### config.mk
export PLATFORM = sky130hd
export DESIGN_NAME = window_geometry_registers
export DESIGN_NICKNAME = d
export VERILOG_FILES = /design/src/rtl/window_geometry_pkg.sv /design/src/rtl/geom_reg_store.sv /design/src/rtl/window_geometry_registers.sv
export VERILOG_INCLUDE_DIRS = /design/src /design/src/rtl
export SDC_FILE = /design/constraint.sdc
export NUM_CORES = 1
export LEC_CHECK = 0
export ABC_AREA = 0
export CAP_MARGIN = 30
export CELL_PAD_IN_SITES_DETAIL_PLACEMENT = 1
export CELL_PAD_IN_SITES_GLOBAL_PLACEMENT = 1
export CORE_MARGIN = 4
export CORE_UTILIZATION = 42
export CTS_CLUSTER_DIAMETER = 200
export CTS_CLUSTER_SIZE = 24
export DETAILED_ROUTE_END_ITERATION = 10
export DONT_BUFFER_PORTS = 1
export HOLD_SLACK_MARGIN = 0.02
export PLACE_DENSITY = 0.84
export SLEW_MARGIN = 40
export SYNTH_ARGS = -nofsm -noshare
export SYNTH_HDL_FRONTEND = slang
export SYNTH_SLANG_ARGS = --single-unit
### constraint.sdc
create_clock -name clock -period 1.6 [get_ports clock]
set_input_delay 0.08 -clock clock [delete_from_list [all_inputs] [get_ports clock]]
set_output_delay 0.08 -clock clock [all_outputs]
set_load 0.005 [all_outputs]
### src/rtl/window_geometry_params.svh
`ifndef WINDOW_GEOMETRY_PARAMS_SVH
`define WINDOW_GEOMETRY_PARAMS_SVH
// register offsets on the serial control port
`define ROW_DEPTH_HIGH_ADDR   8'h47
`define ROW_DEPTH_LOW_ADDR    8'h48
`define START_COL_HIGH_ADDR   8'h49
`define START_COL_LOW_ADDR    8'h4a
`define COL_WIDTH_HIGH_ADDR   8'h4b
`define COL_WIDTH_LOW_ADDR    8'h4c
// reset values (undefined ones chosen as zero)
`define HIGH_BYTE_RESET       3'h0
`define LOW_BYTE_RESET        8'h00
// field layout
`define HIGH_FIELD_MSB        2
`define GEOM_WIDTH            11
`define GEOM_ONE              12'h001
`define UNMAPPED_READ         8'h00
`define NUM_GEOM_REGS         6
`endif

### src/rtl/window_geometry_pkg.sv
package window_geometry_pkg;
  // one write or read request on the register port
  typedef struct packed {
    logic       wr_en;
    logic       rd_en;
    logic [7:0] addr;
    logic [7:0] wdata;
  } reg_req_type;

  // assembled readout window geometry
  typedef struct packed {
    logic [10:0] start_col;
    logic [10:0] row_depth;
    logic [10:0] col_width;
    logic [11:0] row_count;
    logic [11:0] col_count;
  } geom_type;
endpackage : window_geometry_pkg

### src/rtl/geom_reg_store.sv
`timescale 1ns/10ps
`include "window_geometry_params.svh"
// six byte registers of geometry, read data registered
module geom_reg_store (
  // clock and reset
  input  wire logic        clock,
  input  wire logic        reset_n,
  // write and read select
  input  wire logic [5:0]  wr_sel,
  input  wire logic [5:0]  rd_sel,
  input  wire logic [7:0]  wdata,
  // contents
  output logic      [7:0]  regs_ff [`NUM_GEOM_REGS],
  output logic      [7:0]  rdata_ff
);
  logic [7:0] nxt_regs [`NUM_GEOM_REGS];
  logic [7:0] nxt_rdata;

  // next contents; even slots are high bytes keeping three bits
  always_comb begin
    nxt_rdata = `UNMAPPED_READ;
    for (int i = 0; i < `NUM_GEOM_REGS; i++) begin
      nxt_regs[i] = regs_ff[i];
      if (wr_sel[i]) begin
        if (i % 2 == 0) begin
          nxt_regs[i] = {5'h00, wdata[`HIGH_FIELD_MSB:0]};
        end else begin
          nxt_regs[i] = wdata;
        end
      end
      if (rd_sel[i]) begin
        nxt_rdata = regs_ff[i];
      end
    end
  end

  // register storage
  always_ff @(posedge clock) begin
    if (!reset_n) begin
      for (int i = 0; i < `NUM_GEOM_REGS; i++) begin
        regs_ff[i] <= `LOW_BYTE_RESET;
      end
      rdata_ff <= `UNMAPPED_READ;
    end else begin
      regs_ff  <= nxt_regs;
      rdata_ff <= nxt_rdata;
    end
  end
endmodule : geom_reg_store

### src/rtl/window_geometry_registers.sv
`timescale 1ns/10ps
`include "window_geometry_params.svh"
module window_geometry_registers (
  // clock and reset
  input  wire logic                          clock,
  input  wire logic                          reset_n,
  // register port from serial control
  input  wire window_geometry_pkg::reg_req_type req,
  output logic      [7:0]                    rdata_ff,
  output logic                               rvalid_ff,
  // geometry to the address sequencer
  output window_geometry_pkg::geom_type      geom_ff
);
  logic [5:0] wr_sel;
  logic [5:0] rd_sel;
  logic [7:0] regs [`NUM_GEOM_REGS];
  logic       nxt_rvalid;
  window_geometry_pkg::geom_type nxt_geom;

  // reset geometry: zero fields, so one row and one column
  localparam window_geometry_pkg::geom_type GEOM_RESET = '{
    start_col: '0,
    row_depth: '0,
    col_width: '0,
    row_count: `GEOM_ONE,
    col_count: `GEOM_ONE
  };

  // high field bits 2..0 above the low byte; bits 7..3 never used
  function automatic logic [`GEOM_WIDTH-1:0] join_field(input logic [7:0] hi,
                                                         input logic [7:0] lo);
    join_field = {hi[`HIGH_FIELD_MSB:0], lo};
  endfunction : join_field

  // offset to slot: 0/1 row depth, 2/3 start col, 4/5 col width
  function automatic logic [5:0] decode(input logic [7:0] a);
    case (a)
      `ROW_DEPTH_HIGH_ADDR: decode = 6'h01;
      `ROW_DEPTH_LOW_ADDR:  decode = 6'h02;
      `START_COL_HIGH_ADDR: decode = 6'h04;
      `START_COL_LOW_ADDR:  decode = 6'h08;
      `COL_WIDTH_HIGH_ADDR: decode = 6'h10;
      `COL_WIDTH_LOW_ADDR:  decode = 6'h20;
      default:              decode = 6'h00;
    endcase
  endfunction : decode

  // request decode
  always_comb begin
    wr_sel     = req.wr_en ? decode(req.addr) : 6'h00;
    rd_sel     = req.rd_en ? decode(req.addr) : 6'h00;
    nxt_rvalid = req.rd_en;
  end

  geom_reg_store u_store (
    .clock   (clock),
    .reset_n (reset_n),
    .wr_sel  (wr_sel),
    .rd_sel  (rd_sel),
    .wdata   (req.wdata),
    .regs_ff (regs),
    .rdata_ff(rdata_ff)
  );

  // assemble geometry; row and column counts are depth and width plus one
  always_comb begin
    nxt_geom.row_depth = join_field(regs[0], regs[1]);
    nxt_geom.start_col = join_field(regs[2], regs[3]);
    nxt_geom.col_width = join_field(regs[4], regs[5]);
    nxt_geom.row_count = {1'b0, nxt_geom.row_depth} + `GEOM_ONE;
    nxt_geom.col_count = {1'b0, nxt_geom.col_width} + `GEOM_ONE;
  end

  // output registers
  always_ff @(posedge clock) begin
    if (!reset_n) begin
      geom_ff   <= GEOM_RESET;
      rvalid_ff <= 1'b0;
    end else begin
      geom_ff   <= nxt_geom;
      rvalid_ff <= nxt_rvalid;
    end
  end

  // row depth low byte lands one edge after the taking edge, checked at the second
  chk_row_assembly: assert property (
    @(posedge clock) disable iff (!reset_n)
    req.wr_en && req.addr == `ROW_DEPTH_LOW_ADDR
    |-> ##2 geom_ff.row_depth[7:0] == $past(req.wdata, 2))
    else $error("row depth low byte not assembled");

  // row depth high bits
  chk_row_high_bits: assert property (
    @(posedge clock) disable iff (!reset_n)
    req.wr_en && req.addr == `ROW_DEPTH_HIGH_ADDR
    |-> ##2 geom_ff.row_depth[10:8] == $past(req.wdata[`HIGH_FIELD_MSB:0], 2))
    else $error("row depth high bits wrong");

  // row count is the depth field plus one
  chk_row_count: assert property (
    @(posedge clock) disable iff (!reset_n)
    geom_ff.row_count == {1'b0, geom_ff.row_depth} + `GEOM_ONE)
    else $error("row count not depth plus one");

  // start column high bits, left edge of the window
  chk_col_assembly: assert property (
    @(posedge clock) disable iff (!reset_n)
    req.wr_en && req.addr == `START_COL_HIGH_ADDR
    |-> ##2 geom_ff.start_col[10:8] == $past(req.wdata[`HIGH_FIELD_MSB:0], 2))
    else $error("start column high bits wrong");

  // start column low byte
  chk_col_low_byte: assert property (
    @(posedge clock) disable iff (!reset_n)
    req.wr_en && req.addr == `START_COL_LOW_ADDR
    |-> ##2 geom_ff.start_col[7:0] == $past(req.wdata, 2))
    else $error("start column low byte wrong");

  // column width low byte
  chk_width_assembly: assert property (
    @(posedge clock) disable iff (!reset_n)
    req.wr_en && req.addr == `COL_WIDTH_LOW_ADDR
    |-> ##2 geom_ff.col_width[7:0] == $past(req.wdata, 2))
    else $error("column width low byte wrong");

  // column width high bits
  chk_width_high_bits: assert property (
    @(posedge clock) disable iff (!reset_n)
    req.wr_en && req.addr == `COL_WIDTH_HIGH_ADDR
    |-> ##2 geom_ff.col_width[10:8] == $past(req.wdata[`HIGH_FIELD_MSB:0], 2))
    else $error("column width high bits wrong");

  // column count is the width field plus one
  chk_col_count: assert property (
    @(posedge clock) disable iff (!reset_n)
    geom_ff.col_count == {1'b0, geom_ff.col_width} + `GEOM_ONE)
    else $error("column count not width plus one");

  // write then read of a high byte returns zeros above bit 2
  chk_high_unused: assert property (
    @(posedge clock) disable iff (!reset_n)
    req.wr_en && req.addr == `ROW_DEPTH_HIGH_ADDR ##1
    req.rd_en && req.addr == `ROW_DEPTH_HIGH_ADDR
    |-> ##1 rdata_ff[7:3] == 5'h00)
    else $error("unused high bits stored");

  // per register pair: high byte drops bits 7..3, low byte keeps all
  for (genvar g = 0; g < `NUM_GEOM_REGS; g = g + 2) begin : gen_pair_chk
    chk_high_store: assert property (
      @(posedge clock) disable iff (!reset_n)
      wr_sel[g] |=> regs[g][7:3] == 5'h00)
      else $error("high byte kept unused bits");
    chk_low_store: assert property (
      @(posedge clock) disable iff (!reset_n)
      wr_sel[g+1] |=> regs[g+1] == $past(req.wdata))
      else $error("low byte not stored");
  end

  // every slot reads back what it held, and holds without a write
  for (genvar s = 0; s < `NUM_GEOM_REGS; s++) begin : gen_slot_chk
    chk_slot_read: assert property (
      @(posedge clock) disable iff (!reset_n)
      rd_sel[s] |=> rdata_ff == $past(regs[s]))
      else $error("read data not slot contents");
    chk_slot_hold: assert property (
      @(posedge clock) disable iff (!reset_n)
      !wr_sel[s] |=> regs[s] == $past(regs[s]))
      else $error("slot changed without a write");
  end

  // read answer comes one cycle after the request
  chk_read_valid: assert property (
    @(posedge clock) disable iff (!reset_n)
    req.rd_en |=> rvalid_ff)
    else $error("read answer missing");

  // no answer without a read
  chk_rvalid_pulse: assert property (
    @(posedge clock) disable iff (!reset_n)
    !req.rd_en |=> !rvalid_ff)
    else $error("read answer without request");

  // unmapped offsets read as zero
  chk_unmapped_read: assert property (
    @(posedge clock) disable iff (!reset_n)
    req.rd_en && decode(req.addr) == 6'h00 |=> rdata_ff == `UNMAPPED_READ)
    else $error("unmapped read not zero");

  // geometry only moves after a mapped write
  chk_geom_hold: assert property (
    @(posedge clock) disable iff (!reset_n)
    wr_sel == 6'h00 |-> ##2 geom_ff == $past(geom_ff))
    else $error("geometry moved without a write");

  // reset clears the answer and leaves a one by one window
  chk_reset_clear: assert property (
    @(posedge clock)
    !reset_n |=> !rvalid_ff && rdata_ff == `UNMAPPED_READ && geom_ff == GEOM_RESET)
    else $error("outputs not cleared by reset");

  // main scenarios
  cov_row_write: cover property (@(posedge clock) req.wr_en && req.addr == `ROW_DEPTH_LOW_ADDR);
  cov_col_write: cover property (@(posedge clock) req.wr_en && req.addr == `START_COL_HIGH_ADDR);
  cov_width_max: cover property (@(posedge clock) geom_ff.col_width == 11'h50f);
  cov_read_back: cover property (@(posedge clock) rvalid_ff);
  cov_junk_bits: cover property (@(posedge clock)
    req.wr_en && req.addr == `ROW_DEPTH_HIGH_ADDR && req.wdata[7:3] != 5'h00);
endmodule : window_geometry_registers

== Word-level counts from Yosys, hierarchy flattened ==
Cells that the tools add are included.

* Flip-flop bits (word level): 99
* Latch bits: 0
* Bits in writable memories: 0
* ROM bits: 0
* Input bits: 20
* Output and inout bits: 66
* Logic and storage cells: 30
* Memories: 0

* $add $sub $neg: 2
* Multipliers: 0
* Divide/modulo/power cells: 0
* Magnitude comparators: 0
* Equality and inequality tests: 6
* Shifts and indexed selects: 0
* Multiplexer cells: 9
* Bitwise logic cells: 0
* Reductions and logical operators: 0

{| class="wikitable"
|+ Operator list
! operator !! count
|-
| $eq 8x7->1 const B || 6
|-
| $mux 8 || 5
|-
| $pmux 6 s6 || 1
|-
| $add 11x1->12 const B || 2
|-
| $mux 6 || 2
|-
| $mux 3 || 1
|}

== Logic depth before layout (Yosys ltp) ==
* Depth after elaboration: 9
* Mapped depth: 6
* Mapped depth without buffers: 5

== Hierarchy ==
From an unflattened synthesis, not the netlist that was laid out.

* Cells, all modules: 390
* Area, all modules: 3803.6 µm²

{| class="wikitable"
|+ Modules (own cells, without submodules)
! module !! instances !! cells an instance !! area an instance (µm²) !! sequential area each (µm²)
|-
| window_geometry_registers || 1 || 197 || 1959.4 || 1161.1
|-
| geom_reg_store || 1 || 193 || 1844.3 || 820.8
|}

== Worst setup path before layout ==
No wires, ideal clock.

* Path kind: input -> register
* From: input port req[15] (netlist bit)
* To: register u_store.regs_ff[2] (netlist bit)
* Library setup time: 0.116 ns
* Arrival time: 1.449 ns
* Required time: 1.484 ns
* Path slack: 0.035 ns
* Stages on the path: 5
* Path buffers: 1
* Cell sequence: or4b_4 or4_1 buf_6 mux2i_1 nor2b_1

* Longest elaborated chain between the ends: 3
* Elaborated cells on any way between the ends: 8
* Classes of those cells: 6 x eq/ne; 2 x mux

{| class="wikitable"
|+ Ends and longest elaborated chain
! item !! line !! text
|-
| from (decl) || window_geometry_registers.sv:8 || <nowiki>input wire window_geometry_pkg::reg_req_type req,</nowiki>
|-
| $eq 8x7->1 || window_geometry_registers.sv:37 || <nowiki>case (a)</nowiki>
|-
| $pmux 6 s6 (*) || window_geometry_registers.sv:37 ||
|-
| $mux 6 (*) || window_geometry_registers.sv:50 || <nowiki>wr_sel = req.wr_en ? decode(req.addr) : 6'h00;</nowiki>
|-
| to (signal, indexed assignment) || geom_reg_store.sv:41 || <nowiki>regs_ff[i] <= `LOW_BYTE_RESET;</nowiki>
|-
| to (signal assigned) || geom_reg_store.sv:45 || <nowiki>regs_ff <= nxt_regs;</nowiki>
|-
| to (decl) || geom_reg_store.sv:13 || <nowiki>output logic [7:0] regs_ff [`NUM_GEOM_REGS],</nowiki>
|}

Every way passes the cells marked *; elsewhere a longest branch is shown, timed or not.
A chain may end at the register's enable or synchronous reset.

== Worst setup path after layout ==
* From: register u_store.regs_ff[32] (netlist bit)
* To: register u_store.rdata_ff[0]

* Longest elaborated chain between the ends: 5

{| class="wikitable"
|+ Ends and longest elaborated chain
! item !! line !! text
|-
| $mux 8 (5 in a row) || geom_reg_store.sv:31 || <nowiki>if (rd_sel[i]) begin</nowiki>
|-
| to (signal assigned) || geom_reg_store.sv:43 || <nowiki>rdata_ff <= `UNMAPPED_READ;</nowiki>
|-
| to (signal assigned) || geom_reg_store.sv:46 || <nowiki>rdata_ff <= nxt_rdata;</nowiki>
|-
| to (decl) || geom_reg_store.sv:14 || <nowiki>output logic [7:0] rdata_ff</nowiki>
|}

Every way passes these cells.

==> key figures <==
Status
  – Outcome: complete, no violations

Die
  – # rows: 33
  – Die width: 101 um
  – Starting utilization of the core area: 0.438
  – I/O pin total: 86
  – Die Y-Extent: 101 um
  – Core area: 8300 sq um
  – Die ar.: 10200 sq um

Layout
  – Multi-input logic area: 1470 sq um
  – Final core occ: 0.498
  – Layout area overhead: 13.8%
  – Fillers: 913
  – FF/Latch Area: 1980 sq um
  – Final-stage net count: 409
  – Share of cells above drive strength 1: 0.107
  – Antenna Cells: 0

Clocking
  – H-tree levels: 3
  – Root Buffer: clkbuf_8
  – TritonCTS Buffers: 9
  – Num Clock Sinks: 99
  – Post-CTS Setup Inserts: 0
  – CTS tree: done
  – Clk pin slew, worst setup/hold paths: 0.09 ns
  – Max Buffers Root-to-Sink: 2
  – Clk Latency, worst-skew pair: 0.36 ns

Worst hold path
  – Hold crit path type: input pin to register
  – Hold path cells: 2
  – Min-delay src: req[8]
  – Hold worst-path end: u_store.regs_ff[24]

Power and ir drop
  – Int Pwr: 0.00328 W
  – Reg power frac: 0.594
  – Switching Share: 0.211
  – Comb pwr share: 0.029
  – Power per cell area: 1000 nW/um^2
  – Peak supply drop: 0.384 mV
  – Total power: 0.00415 W
  – Clock Power Share: 0.377
  – Sw Pwr: 0.000876 W
  – Leakage: 1.95 nW

Route
  – DRC viols: 0
  – WL final: 8940 um
  – Initial drt markers: 121
  – DRT Pass-1 Iters: 4
  – Average routed wire per standard cell: 18.0 um
  – Met2 wire length: 4650 um
  – Vias per std cell: 5.20
  – M1 WL: 3760 um
  – Via count: 2581
  – Antenna viol nets, final: 0
  – Metal3 WL: 389 um
  – Uppermost layer routed: met4

Yosys
  – Number of synthesized flops with an enable pin: 0
  – Top FF cell, synth: dfxtp_1
  – Synth cell types: 35
  – Syn Std Cell Area: 3640 sq um
  – Yosys Warn Count: 0
  – Sequential share of the synthesized area: 0.545
  – Top cells by count, synth: dfxtp_1 (99), nand2_1 (45), mux2i_1 (33)
  – Yosys top cell area share: 0.545
  – Synth Net Count: 387
  – Ys async rst share: 0
  – Post-synthesis cell type with the largest combined area: dfxtp_1
  – Synth Area per Inst: 9.96 sq um
  – Dominant cell by count in the synthesized netlist: dfxtp_1
  – Area contributors post-synth: dfxtp_1 (55%), mux2i_1 (9.1%), nand2_1 (4.6%)
  – Syn Inst Count: 365
  – Seq cells post-synth: 99

Placement
  – GP Congestion: 0.864
  – Dpl hpwl: 6280 um
  – Port bufs: 0

Critical path
  – Reg2reg setup slack: 0.13 ns
  – Worst EP required: 1.90 ns
  – Data arrival time of the worst path: 1.77 ns
  – RR Startpoint: u_store.regs_ff[32]
  – Worst Setup End Kind: register
  – Reg-to-Reg End: u_store.rdata_ff[0]
  – CP Class: register to register
  – CP startpoint kind: register
  – FF-to-FF path depth: 4
  – Crit path max fanout: 4

Global route
  – Initial antenna violation count: 0
  – Largest net degree at the start of global routing: 80
  – Total gr overflow: 0
  – Vias in the first global route: 2724
  – Tot GR Track Use: 0.182
  – First-pass GRT wire length: 14300 um

STA
  – Worst hold slack: 0.0405 ns
  – Highest Clock Rate: 681 MHz
  – Slew Limit Fails: 0
  – Final Hold Violating Endpoints: 0
  – Final worst path period need: 1.47 ns
  – Headroom to the max-slew limit: 0.752
  – Worst Max-Slew Pin Slew: 0.371 ns
  – Skew final: 0.0115 ns
  – Tcrit/Tclk final: 0.918
  – Final setup fails: 0
  – Setup repair after global routing missed its margin: no

Job
  – MaxCap Viol Count: 0
[worst max-delay path, stage by stage, from the launching register on]
cell and delay, ns:
dfxtp_1 0.42, nor3_1 0.10, a211o_1 0.28, a221oi_1 0.36, o221a_2 0.26
[power groups by stage]
stage	combinational (W)	sequential, W	clock [W]
floorplan	0.0000751	0.00252	0
global placement	0.0000572	0.00253	0
detailed placement	0.0000598	0.00253	0
CTS	0.000117	0.00247	0.00163
global route	0.000128	0.00247	0.00172
finish	0.000120	0.00247	0.00157
[layout make-up]
| cell class | count | area share |
|---|---|---|
| Multi-Input combinational cell | 221 | 0.355 |
| Tap cell | 105 | 0.0318 |
| Clock inverter | 4 | 0.0124 |
| Clock buffer | 11 | 0.0342 |
| Inverter | 28 | 0.0254 |
| Timing Repair Buffer | 28 | 0.0617 |
| Sequential cell | 99 | 0.479 |
[worst max-delay path by stage]
stage	cells past startpoint	slack (ns)	startpoint	endpoint
3_3_place_gp	5	-0.05	req[15]	u_store.regs_ff[7]
5_1_grt	4	0.04	u_store.regs_ff[32]	u_store.rdata_ff[0]
6_report	4	0.13	u_store.regs_ff[32]	u_store.rdata_ff[0]
2_1_floorplan	5	0.03	req[15]	u_store.regs_ff[2]
3_5_place_dp	5	-0.11	req[15]	u_store.regs_ff[2]
4_1_cts	4	0.16	u_store.regs_ff[33]	u_store.rdata_ff[1]
[layout by cell type (no fill, tap or decap), types with 4 or more instances in the layout]
| master | n |
|---|---|
| xnor2_1 | 6 |
| mux2i_1 | 33 |
| dlygate4sd3_1 | 10 |
| a21boi_0 | 6 |
| mux2_2 | 5 |
| o21ai_0 | 9 |
| nand3b_1 | 4 |
| clkbuf_8 | 10 |
| nand2b_1 | 7 |
| a22oi_1 | 5 |
| nand2_1 | 45 |
| and2_1 | 21 |
| nand3_1 | 14 |
| nor2b_1 | 16 |
| dfxtp_1 | 99 |
| buf_4 | 17 |
| nor3_1 | 10 |
| inv_1 | 28 |
| or3_1 | 7 |
[per-layer routing]
| layer | up-vias | track usage |
|---|---|---|
| met2 | 56 | 0.316 |
| met4 | 0 | 0.0613 |
| met3 | 9 | 0.0526 |
| met5 | - | 0 |
| li1 | 1258 | - |
| met1 | 1258 | 0.215 |
[cell families (layout without fill, tap and decap cells)]
kind of cell / Yosys count / in the layout / synth area share
and+or+nand+nor: 140 / 140 / 0.206
DFF: 99 / 99 / 0.545
buffers and inverters: 45 / 71 / 0.0506
muxes: 38 / 38 / 0.106
AOI/OAI and AO/OA: 32 / 32 / 0.0630
xor gates and xnor gates: 9 / 9 / 0.0217
adders and majority gates: 2 / 2 / 0.00688
[flip-flops by register name, indices dropped and copies added (netlist names)]
| register | flops |
|---|---|
| geom_ff | 57 |
| rvalid_ff | 1 |
| u_store.rdata_ff | 8 |
| u_store.regs_ff | 33 |
[metrics by stage]
stage / setup TNS, ns / setup slack (ns) / area, sq um / cells
CTS: 0 / 0.161 / 4130 / 495
global route: 0 / 0.0408 / 4140 / 496
floorplan: 0 / 0.0349 / 3640 / 365
detailed placement: -0.602 / -0.107 / 3820 / 470
global placement: -0.289 / -0.0525 / 3820 / 470
finish: 0 / 0.131 / 4140 / 496
[repair_timing]
action,4_1_cts,5_1_grt
gates resized for setup,0,0
endpoints found under the hold margin,98,1
setup endpoints to repair,0,0
hold buffers,10,1
(Power assumes the default switching activity.)
